## config.mk

```make
export PLATFORM = sky130hd
export DESIGN_NAME = mfs_supervisor
export DESIGN_NICKNAME = d
export VERILOG_FILES = /design/src/hw/mfs_pkg.sv /design/src/hw/mfs_supervisor.sv /design/src/hw/mfs_history.sv
export SDC_FILE = /design/constraint.sdc
export NUM_CORES = 1
export LEC_CHECK = 0
export ABC_AREA = 1
export ABC_CLOCK_PERIOD_IN_PS = 3000
export BUFFER_PORTS_ARGS = -buffer_cell sky130_fd_sc_hd__buf_2
export CORE_MARGIN = 2
export CORE_UTILIZATION = 54
export DETAILED_ROUTE_END_ITERATION = 10
export PLACE_DENSITY = 0.86
export SLEW_MARGIN = 20
export SYNTH_ARGS = -nofsm -noshare
export SYNTH_HDL_FRONTEND = slang
export SYNTH_SLANG_ARGS = --single-unit
```

## constraint.sdc

```tcl
create_clock -name clk -period 3 [get_ports clk]
set_input_delay 0.15 -clock clk [delete_from_list [all_inputs] [get_ports clk]]
set_output_delay 0.15 -clock clk [all_outputs]
set_load 0.02 [all_outputs]
```

## src/hw/mfs_pkg.sv

```systemverilog
`default_nettype none
package mfs_pkg;
	localparam int unsigned CLK_HZ = 20_000_000;
	localparam int unsigned CTRL_LOSS_MS = 200;
	localparam int unsigned CTRL_LOSS_CYC = CLK_HZ / 1000 * CTRL_LOSS_MS;
	localparam int unsigned LOCK_MS = 200;
	localparam int unsigned LOCK_CYC = CLK_HZ / 1000 * LOCK_MS;
	localparam int unsigned RETRY_S = 60;
	localparam int unsigned RETRY_CYC = CLK_HZ * RETRY_S;
	localparam int unsigned RETRY_MAX = 6;
	localparam int unsigned HIST_DEPTH = 5;
	localparam int unsigned FLASH_CYC = CLK_HZ / 4;
	localparam int unsigned CUR_W = 12;
	localparam int unsigned LOCK_MULT = 5;

	typedef enum logic [3:0] {
		MFS_NONE = 4'h0,
		MFS_POWER_SUPPLY = 4'h1,
		MFS_CONTROL_LINE = 4'h2,
		MFS_SERIAL_LINK = 4'h3,
		MFS_EXTERNAL = 4'h4,
		MFS_CUR_OVERLOAD = 4'h5,
		MFS_MOTOR_THERMAL = 4'h6,
		MFS_PROBE_THERMAL = 4'h7,
		MFS_UNDERLOAD = 4'h8,
		MFS_LOCKED_ROTOR = 4'h9
	} mfs_code_t;

	typedef enum logic [1:0] {
		MFS_LI_NONE = 2'h0,
		MFS_LI_THERMAL = 2'h1,
		MFS_LI_ANY = 2'h2
	} mfs_li_t;

	typedef struct packed {
		logic [CUR_W-1:0] phase_a;
		logic [CUR_W-1:0] phase_b;
		logic [CUR_W-1:0] phase_c;
		logic [CUR_W-1:0] rated;
	} mfs_cur_t;

	typedef struct packed {
		logic serial_link;
		logic external;
		logic cur_overload;
		logic motor_thermal;
		logic probe_thermal;
		logic underload;
	} mfs_det_t;

	function automatic logic mfs_is_manual(input mfs_code_t c);
		return c inside {MFS_SERIAL_LINK, MFS_EXTERNAL, MFS_CUR_OVERLOAD,
			MFS_MOTOR_THERMAL, MFS_PROBE_THERMAL, MFS_UNDERLOAD, MFS_LOCKED_ROTOR};
	endfunction
endpackage
`default_nettype wire

```

## src/hw/mfs_supervisor.sv

```systemverilog
// Contract
// - manual-reset fault locks starter, motor freewheels until reset
// - manual-reset fault opens trip relay and aux relay
// - fault code flashes while a fault is latched, until reset or auto restart
// - last five faults kept for external reading
// - manual fault clears on new run rising edge after cause gone
// - no run-edge reset when an input is assigned to any-fault reset
// - control supply lost over 200 ms raises auto control-line fault
// - supply problem at run command raises auto power-supply fault
// - locked-rotor detection only in steady state with bypass engaged
// - phase current at least 5x rated over 0.2 s is locked rotor
// - with auto restart off, auto faults behave as manual faults
// - serial, external, overload, thermal, probe, underload, locked rotor are manual
// - logic input resets only thermal fault or any resettable fault
// - auto restart retries six times at 60 s, then manual trip
`default_nettype none
module mfs_supervisor
#(
	parameter int unsigned CTRL_LOSS_CYC = mfs_pkg::CTRL_LOSS_CYC,
	parameter int unsigned LOCK_CYC = mfs_pkg::LOCK_CYC,
	parameter int unsigned RETRY_CYC = mfs_pkg::RETRY_CYC,
	parameter int unsigned FLASH_CYC = mfs_pkg::FLASH_CYC
)
(
	// clock and reset
	input wire logic clk,
	input wire logic rst,
	// operator pins
	input wire logic run_input,
	input wire logic assignable_logic_input,
	input wire logic control_supply_terminals,
	input wire logic supply_problem,
	// configuration
	input wire logic three_wire,
	input wire logic auto_restart_en,
	input wire logic aux_isolating,
	input wire mfs_pkg::mfs_li_t li_assign,
	// motor sensing, same clock domain
	input wire logic steady_state,
	input wire logic bypass_engaged,
	input wire mfs_pkg::mfs_cur_t currents,
	input wire mfs_pkg::mfs_det_t detect,
	// outputs
	output logic lockout,
	output logic freewheel,
	output logic trip_relay_output,
	output logic aux_relay_output,
	output logic [3:0] display_code,
	output logic display_on,
	output logic manual_latched,
	// history read
	input wire logic [2:0] hist_index,
	output logic [3:0] hist_code
);
	typedef enum logic [1:0] {MFS_RUNOK, MFS_AUTO_WAIT, MFS_MANUAL} mfs_st_t;

	logic [2:0] run_s, li_s, cl_s, sp_s;
	logic [2:0] next_run_s, next_li_s, next_cl_s, next_sp_s;
	mfs_st_t st, next_st;
	mfs_pkg::mfs_code_t code, next_code;
	logic [31:0] loss_cnt, next_loss_cnt, lock_cnt, next_lock_cnt;
	logic [31:0] retry_cnt, next_retry_cnt, flash_cnt, next_flash_cnt;
	logic [2:0] tries, next_tries;
	logic flash, next_flash, li_pulse, next_li_pulse;
	logic run_rise, li_rise, cause_present, lock_hit, push;
	mfs_pkg::mfs_code_t new_code;

	function automatic logic over5(input logic [mfs_pkg::CUR_W-1:0] i,
		input logic [mfs_pkg::CUR_W-1:0] r);
		return {3'h0, i} >= 15'(r) * 15'(mfs_pkg::LOCK_MULT);
	endfunction

	// two flip-flop synchronisers; only bit 1 and later are read by logic
	always_comb
	begin
		next_run_s = {run_s[1:0], run_input};
		next_li_s = {li_s[1:0], assignable_logic_input};
		next_cl_s = {cl_s[1:0], control_supply_terminals};
		next_sp_s = {sp_s[1:0], supply_problem};
	end
	assign run_rise = run_s[1] & ~run_s[2];
	assign li_rise = li_s[1] & ~li_s[2];

	assign lock_hit = over5(currents.phase_a, currents.rated) |
		over5(currents.phase_b, currents.rated) |
		over5(currents.phase_c, currents.rated);

	always_comb
	begin
		next_loss_cnt = 32'h0;
		if (!cl_s[2] && loss_cnt <= CTRL_LOSS_CYC)
			next_loss_cnt = loss_cnt + 32'h1;
		else if (!cl_s[2])
			next_loss_cnt = loss_cnt;
		next_lock_cnt = 32'h0;
		if (steady_state && bypass_engaged && lock_hit)
			next_lock_cnt = (lock_cnt <= LOCK_CYC) ? lock_cnt + 32'h1 : lock_cnt;
	end

	always_comb
	begin
		new_code = mfs_pkg::MFS_NONE;
		if (lock_cnt > LOCK_CYC)
			new_code = mfs_pkg::MFS_LOCKED_ROTOR;
		else if (detect.serial_link)
			new_code = mfs_pkg::MFS_SERIAL_LINK;
		else if (detect.external)
			new_code = mfs_pkg::MFS_EXTERNAL;
		else if (detect.cur_overload)
			new_code = mfs_pkg::MFS_CUR_OVERLOAD;
		else if (detect.motor_thermal)
			new_code = mfs_pkg::MFS_MOTOR_THERMAL;
		else if (detect.probe_thermal)
			new_code = mfs_pkg::MFS_PROBE_THERMAL;
		else if (detect.underload)
			new_code = mfs_pkg::MFS_UNDERLOAD;
		else if (loss_cnt > CTRL_LOSS_CYC)
			new_code = mfs_pkg::MFS_CONTROL_LINE;
		else if (sp_s[2] && run_rise)
			new_code = mfs_pkg::MFS_POWER_SUPPLY;
	end

	// latched fault's own cause still active
	always_comb
	begin
		unique case (code)
			mfs_pkg::MFS_CONTROL_LINE: cause_present = !cl_s[2];
			mfs_pkg::MFS_POWER_SUPPLY: cause_present = sp_s[2];
			mfs_pkg::MFS_SERIAL_LINK: cause_present = detect.serial_link;
			mfs_pkg::MFS_EXTERNAL: cause_present = detect.external;
			mfs_pkg::MFS_CUR_OVERLOAD: cause_present = detect.cur_overload;
			mfs_pkg::MFS_MOTOR_THERMAL: cause_present = detect.motor_thermal;
			mfs_pkg::MFS_PROBE_THERMAL: cause_present = detect.probe_thermal;
			mfs_pkg::MFS_UNDERLOAD: cause_present = detect.underload;
			mfs_pkg::MFS_LOCKED_ROTOR: cause_present = lock_hit;
			default: cause_present = 1'b0;
		endcase
	end

	always_comb
	begin
		next_st = st;
		next_code = code;
		next_tries = tries;
		next_retry_cnt = 32'h0;
		next_li_pulse = li_pulse;
		push = 1'b0;
		unique case (st)
			MFS_RUNOK:
				if (new_code != mfs_pkg::MFS_NONE)
				begin
					push = 1'b1;
					next_code = new_code;
					next_tries = 3'h0;
					next_li_pulse = 1'b0;
					if (mfs_pkg::mfs_is_manual(new_code) || !auto_restart_en)
						next_st = MFS_MANUAL;
					else
						next_st = MFS_AUTO_WAIT;
				end
			MFS_AUTO_WAIT:
				if (!auto_restart_en)
					next_st = MFS_MANUAL;
				else if (retry_cnt < RETRY_CYC - 1)
					next_retry_cnt = retry_cnt + 32'h1;
				else if (!cause_present)
				begin
					next_st = MFS_RUNOK;
					next_code = mfs_pkg::MFS_NONE;
				end
				else if (tries == 3'(mfs_pkg::RETRY_MAX - 1))
					next_st = MFS_MANUAL;
				else
					next_tries = tries + 3'h1;
			MFS_MANUAL:
			begin
				// pulse is remembered; reset waits for the run condition
				if (li_rise && (li_assign == mfs_pkg::MFS_LI_ANY ||
					(li_assign == mfs_pkg::MFS_LI_THERMAL &&
					code == mfs_pkg::MFS_MOTOR_THERMAL)))
					next_li_pulse = 1'b1;
				if (!cause_present)
				begin
					if (li_assign == mfs_pkg::MFS_LI_NONE ||
						(li_assign == mfs_pkg::MFS_LI_THERMAL &&
						code != mfs_pkg::MFS_MOTOR_THERMAL))
					begin
						if (run_rise)
						begin
							next_st = MFS_RUNOK;
							next_code = mfs_pkg::MFS_NONE;
						end
					end
					else if (next_li_pulse && (three_wire ? run_rise : run_s[2]))
					begin
						next_st = MFS_RUNOK;
						next_code = mfs_pkg::MFS_NONE;
						next_li_pulse = 1'b0;
					end
				end
			end
		endcase
	end

	always_comb
	begin
		next_flash_cnt = flash_cnt + 32'h1;
		next_flash = flash;
		if (st == MFS_RUNOK)
		begin
			next_flash_cnt = 32'h0;
			next_flash = 1'b1;
		end
		else if (flash_cnt >= FLASH_CYC - 1)
		begin
			next_flash_cnt = 32'h0;
			next_flash = ~flash;
		end
	end

	always_ff @(posedge clk)
	begin
		if (rst)
		begin
			run_s <= 3'h0;
			li_s <= 3'h0;
			cl_s <= 3'h7;
			sp_s <= 3'h0;
			st <= MFS_RUNOK;
			code <= mfs_pkg::MFS_NONE;
			loss_cnt <= 32'h0;
			lock_cnt <= 32'h0;
			retry_cnt <= 32'h0;
			flash_cnt <= 32'h0;
			tries <= 3'h0;
			flash <= 1'b1;
			li_pulse <= 1'b0;
			lockout <= 1'b0;
			freewheel <= 1'b0;
			trip_relay_output <= 1'b1;
			aux_relay_output <= 1'b1;
			display_code <= 4'h0;
			display_on <= 1'b0;
			manual_latched <= 1'b0;
		end
		else
		begin
			run_s <= next_run_s;
			li_s <= next_li_s;
			cl_s <= next_cl_s;
			sp_s <= next_sp_s;
			st <= next_st;
			code <= next_code;
			loss_cnt <= next_loss_cnt;
			lock_cnt <= next_lock_cnt;
			retry_cnt <= next_retry_cnt;
			flash_cnt <= next_flash_cnt;
			tries <= next_tries;
			flash <= next_flash;
			li_pulse <= next_li_pulse;
			lockout <= next_st != MFS_RUNOK;
			freewheel <= next_st != MFS_RUNOK;
			trip_relay_output <= next_st == MFS_RUNOK;
			// isolating role opens on any fault; fault role only on manual
			aux_relay_output <= !(next_st == MFS_MANUAL ||
				(next_st == MFS_AUTO_WAIT && aux_isolating));
			display_code <= next_code;
			display_on <= next_st == MFS_RUNOK || next_flash;
			manual_latched <= next_st == MFS_MANUAL;
		end
	end

	mfs_history u_hist
	(
		.clk(clk),
		.rst(rst),
		.push(push),
		.code(new_code),
		.rd_index(hist_index),
		.rd_code(hist_code)
	);

	AST_MANUAL_RELAYS: assert property (@(posedge clk) disable iff (rst)
		st == MFS_MANUAL |-> !trip_relay_output && !aux_relay_output && freewheel)
		else $error("relays not open in manual fault");
	AST_LOCK_ONLY_STEADY: assert property (@(posedge clk) disable iff (rst)
		!(steady_state && bypass_engaged) |=> lock_cnt == 32'h0)
		else $error("locked rotor timing outside steady state");
	AST_CLASS_MANUAL: assert property (@(posedge clk) disable iff (rst)
		st == MFS_RUNOK && new_code != mfs_pkg::MFS_NONE &&
		mfs_pkg::mfs_is_manual(new_code) |=> st == MFS_MANUAL)
		else $error("manual class fault not latched");
	AST_NO_AUTO_WHEN_OFF: assert property (@(posedge clk) disable iff (rst)
		!auto_restart_en && st == MFS_AUTO_WAIT |=> st == MFS_MANUAL)
		else $error("auto fault kept with restart off");
	AST_LIR_BLOCKS_RUN: assert property (@(posedge clk) disable iff (rst)
		st == MFS_MANUAL && li_assign == mfs_pkg::MFS_LI_ANY && !li_pulse && !li_rise
		|=> st == MFS_MANUAL)
		else $error("run edge reset with any-fault input assigned");
	AST_RESET_NEEDS_EDGE: assert property (@(posedge clk) disable iff (rst)
		st == MFS_MANUAL && li_assign == mfs_pkg::MFS_LI_NONE && !run_rise
		|=> st == MFS_MANUAL)
		else $error("manual fault cleared without run edge");
	AST_RETRY_LIMIT: assert property (@(posedge clk) disable iff (rst)
		st == MFS_AUTO_WAIT |-> tries < 3'(mfs_pkg::RETRY_MAX))
		else $error("retry count exceeded");
	AST_CTRL_LOSS: assert property (@(posedge clk) disable iff (rst)
		loss_cnt > CTRL_LOSS_CYC && st == MFS_RUNOK |=> st != MFS_RUNOK)
		else $error("control line loss not raised");
endmodule // mfs_supervisor
`default_nettype wire

```

## src/hw/mfs_history.sv

```systemverilog
`default_nettype none
module mfs_history
(
	// clock and reset
	input wire logic clk,
	input wire logic rst,
	// new entry
	input wire logic push,
	input wire mfs_pkg::mfs_code_t code,
	// read side, index 0 is newest
	input wire logic [2:0] rd_index,
	output logic [3:0] rd_code
);
	mfs_pkg::mfs_code_t mem [mfs_pkg::HIST_DEPTH];
	mfs_pkg::mfs_code_t next_mem [mfs_pkg::HIST_DEPTH];
	logic [3:0] next_rd_code;

	always_comb
	begin
		for (int i = 0; i < mfs_pkg::HIST_DEPTH; i++)
			next_mem[i] = mem[i];
		if (push)
		begin
			// oldest entry falls off the end
			for (int i = mfs_pkg::HIST_DEPTH - 1; i > 0; i--)
				next_mem[i] = mem[i-1];
			next_mem[0] = code;
		end
		next_rd_code = 4'h0;
		if (rd_index < 3'(mfs_pkg::HIST_DEPTH))
			next_rd_code = mem[rd_index];
	end

	always_ff @(posedge clk)
	begin
		if (rst)
		begin
			for (int i = 0; i < mfs_pkg::HIST_DEPTH; i++)
				mem[i] <= mfs_pkg::MFS_NONE;
			rd_code <= 4'h0;
		end
		else
		begin
			mem <= next_mem;
			rd_code <= next_rd_code;
		end
	end

	AST_HIST_SHIFT: assert property (@(posedge clk) disable iff (rst)
		push |=> mem[0] == $past(code) && mem[1] == $past(mem[0]))
		else $error("history did not shift on push");
endmodule // mfs_history
`default_nettype wire

```

==> flow_metrics.tcl <==
set metrics [dict create \
    period_needed_ns 2.985 \
    synth_top_area_share 0.3765 \
    power_leakage_uw 0.004905 \
    vias 8961 \
    worstMarginPinSlew_ns 0.9389 \
    yosysMostFrequentCell "nand2_1" \
    drv_cap 0 \
    insertedDiodeCount 0 \
    die_h_um 137.1 \
    cts.clk_slew.worst_paths_ns 0.07 \
    die_w_um 137.1 \
    crit_type "input port to flop" \
    finalHoldViolations 0 \
    io_pins 84 \
    grt_use_met1 0.2718 \
    relSlewSlack 0.3717 \
    port_buffers 83 \
    drt-initial-drc-count 457 \
    utilization 0.6724 \
    clock-sinks 180 \
    async_flop_share 0 \
    grt_antenna_before_repair 0 \
    ys_ff_latch 180 \
    vias_per_cell 5.231 \
    drv_slew 0 \
    grt_pass1_vias 8277 \
    top_usage_layer "met2" \
    power_uw 6336 \
    synth_commonest_cells "222 x nand2_1, 198 x inv_1, 187 x nor2_1" \
    synth_edf_count 0 \
    syn2layout_area_growth_pct 21.50 \
    netlist_instances 1329 \
    ir_drop_uv 489.5 \
    grt_max_degree 32 \
    rows 48 \
    synth_flop_cell "dfxtp_1" \
    cts_buffer_depth 2 \
    post_drt_wl_per_cell_um 12.90 \
    cp_max_fo 4 \
    period_share 0.9950 \
    synth.area.top_cells "dfxtp_1 38%, nand2_1 8.7%, ha_1 8.0%, inv_1 7.8%, nor2_1 7.3%" \
    layout-drive-gt1-share 0.1902 \
    grtUsageMet2 0.4237 \
    finalSetupTns_ns 0 \
    cpPeakStageDelay_ns 0.29 \
    hold_class "input port to flop" \
    ys_seq_area_frac 0.3765 \
    root_buffer "clkbuf_16" \
    grt_use_total 0.2361 \
    htree_levels 4 \
    fin_worst_skew_ns 0.01025 \
    power_density_nw_per_um2 544.8 \
    worst_ep_required_time_ns 3.33 \
    grt_setup_unrepaired "true" \
    drc 0 \
    die_area_um2 18810 \
    cp_common_cell "nand2_1" \
    fill_cells 1344 \
    cp_cell_sequence "buf_2 -> ha_4 -> ha_4 -> nand2_1 -> inv_1 -> nand3_1 -> nand2_1 -> a21o_1 -> xnor2_2 -> ha_1 -> nand3_1 -> nor2_1 -> nor2_1 -> nand2_1 -> nand2_1 -> nand3_2 -> o21bai_4 -> nand3_2 -> nand2_2 -> nand2_2 -> a21oi_4 -> inv_2 -> nand2_1 -> nand2_1" \
    nets 1607 \
    cp.arrival_ns 3.31 \
    ant_nets 0 \
    core_area_um2 17300 \
    end_kind "flop" \
    grt_pass1_wl_um 36020 \
    setup_viol 0 \
    synth_top_area_cell "dfxtp_1" \
    start_kind "input port" \
    cts_tree "yes" \
    avgSynthCellArea_um2 7.202 \
    cp_slowest_cell "ha_1" \
    grt_use_met3 0.05852 \
    fmaxAchievable_mhz 335.0 \
    syn-cell-area_um2 9572 \
    outcome "completed" \
    synthDistinctLibCells 61 \
    start_util 0.5534 \
    cts_made_buffers 17 \
    routabilityCongestion 0.9423 \
    crit_buf_inv 3 \
    hpwl_um 15780 \
    routed_wl_um 22100 \
    path_delay_family "simple AND/OR/NAND/NOR gates" \
    clock_latency_ns 0.43 \
    yosysWarnings 0 \
    overflow 0 \
    first_pass_iters 5 \
]
## cell families (layout without fill, tap and decap cells)
kind of cell,Yosys count,after routing,synth area share
adders and majority gates,62,62,0.08183
xor gates and xnor gates,20,20,0.01830
buffers and inverters,229,379,0.09124
DFF,180,180,0.3765
AOI/OAI and AO/OA,214,214,0.1311
and+or+nand+nor,623,623,0.3007
other,1,10,0.0003918
## cell usage in the layout, fill, tap and decap left out, types with 18 or more instances in the layout
cell     instances
o21ai_0         57
nor3b_1         18
buf_2           81
nand3_1         55
nor2_1         186
nand4_1         20
nand2_1        214
nand2_2         22
a21oi_1         86
inv_1          194
dfxtp_1        180
nor3_1          41
ha_1            46
buf_4           48
## tightest hold or removal path, delay by kind of cell
kind	cells	cell delay, ns
AO/OA/AOI/OAI	1	0.05
buffers and inverters	2	0.17
AND/OR/NAND/NOR	1	0.08
## state kept, by name (all words and copies together) (netlist names)
name and cells:
lock_cnt 32, li_pulse 1, st 2, tries 3, u_hist.rd_code 4, code 4, flash_cnt 32, retry_cnt 32
flash 1, aux_relay_output 1, u_hist.mem 20, trip_relay_output 1, sp_s 3, display_on 1, manual_latched 1, li_s 3
loss_cnt 32, freewheel 1, run_s 3, cl_s 3
## path summary, 6_finish.rpt
check / startpoint / to / slack [ns] / depth (start not counted)
setup / recovery: currents[5] / aux_relay_output / 0.01 / 24
hold / removal: hist_index[2] / u_hist.rd_code[2] / 0.06 / 4
setup reg to reg: retry_cnt[0] / retry_cnt[30] / 0.40 / 19
hold reg to reg: run_s[0] / run_s[1] / 0.40 / 2
## through the flow
step | worst slack [ns] | hold WS (ns) | cells | instance area, µm²
finish | 0.01486 | 0.05947 | 1713 | 11630
floorplan | -0.01924 | 0.2538 | 1338 | 9739
detailed placement | -0.4579 | 0.3509 | 1673 | 10720
global route | -0.2006 | 0.05940 | 1713 | 11630
global placement | -0.3426 | 0.3494 | 1673 | 10720
CTS | 0.04080 | 0.03724 | 1710 | 11420
## routing by layer
layer | wire, µm | vias up
met5 | 0 | -
met4 | 759 | 0
met3 | 829 | 58
met2 | 11040 | 180
met1 | 9468 | 4098
li1 | - | 4625
## report_power, final
part | leakage, µW | switching (µW) | total, µW | internal, µW
combinational | 0.00313 | 798 | 1370 | 571
sequential | 0.00146 | 73.9 | 2580 | 2500
clock | 0.000309 | 960 | 2390 | 1430
## cell type report
type	count	area [µm²]	share of cell area
repair buffers	137	858.3	0.07380
clock inverters	13	197.7	0.01700
well taps	225	281.5	0.02421
flip-flops and latches	180	3603	0.3098
inverters	210	793.3	0.06821
clock buffers	19	442.9	0.03809
multi-input cells	929	5453	0.4689
## repair_timing
item / in CTS / in global routing
endpoints found under the hold margin: 5 / 0
pin swaps: 0 / 33
hold buffers: 5 / 0
setup buffers: 0 / 3
gates resized for setup: 2 / 39
setup endpoints to repair: 6 / 36
Note: power is estimated with default switching activity, not from simulation.
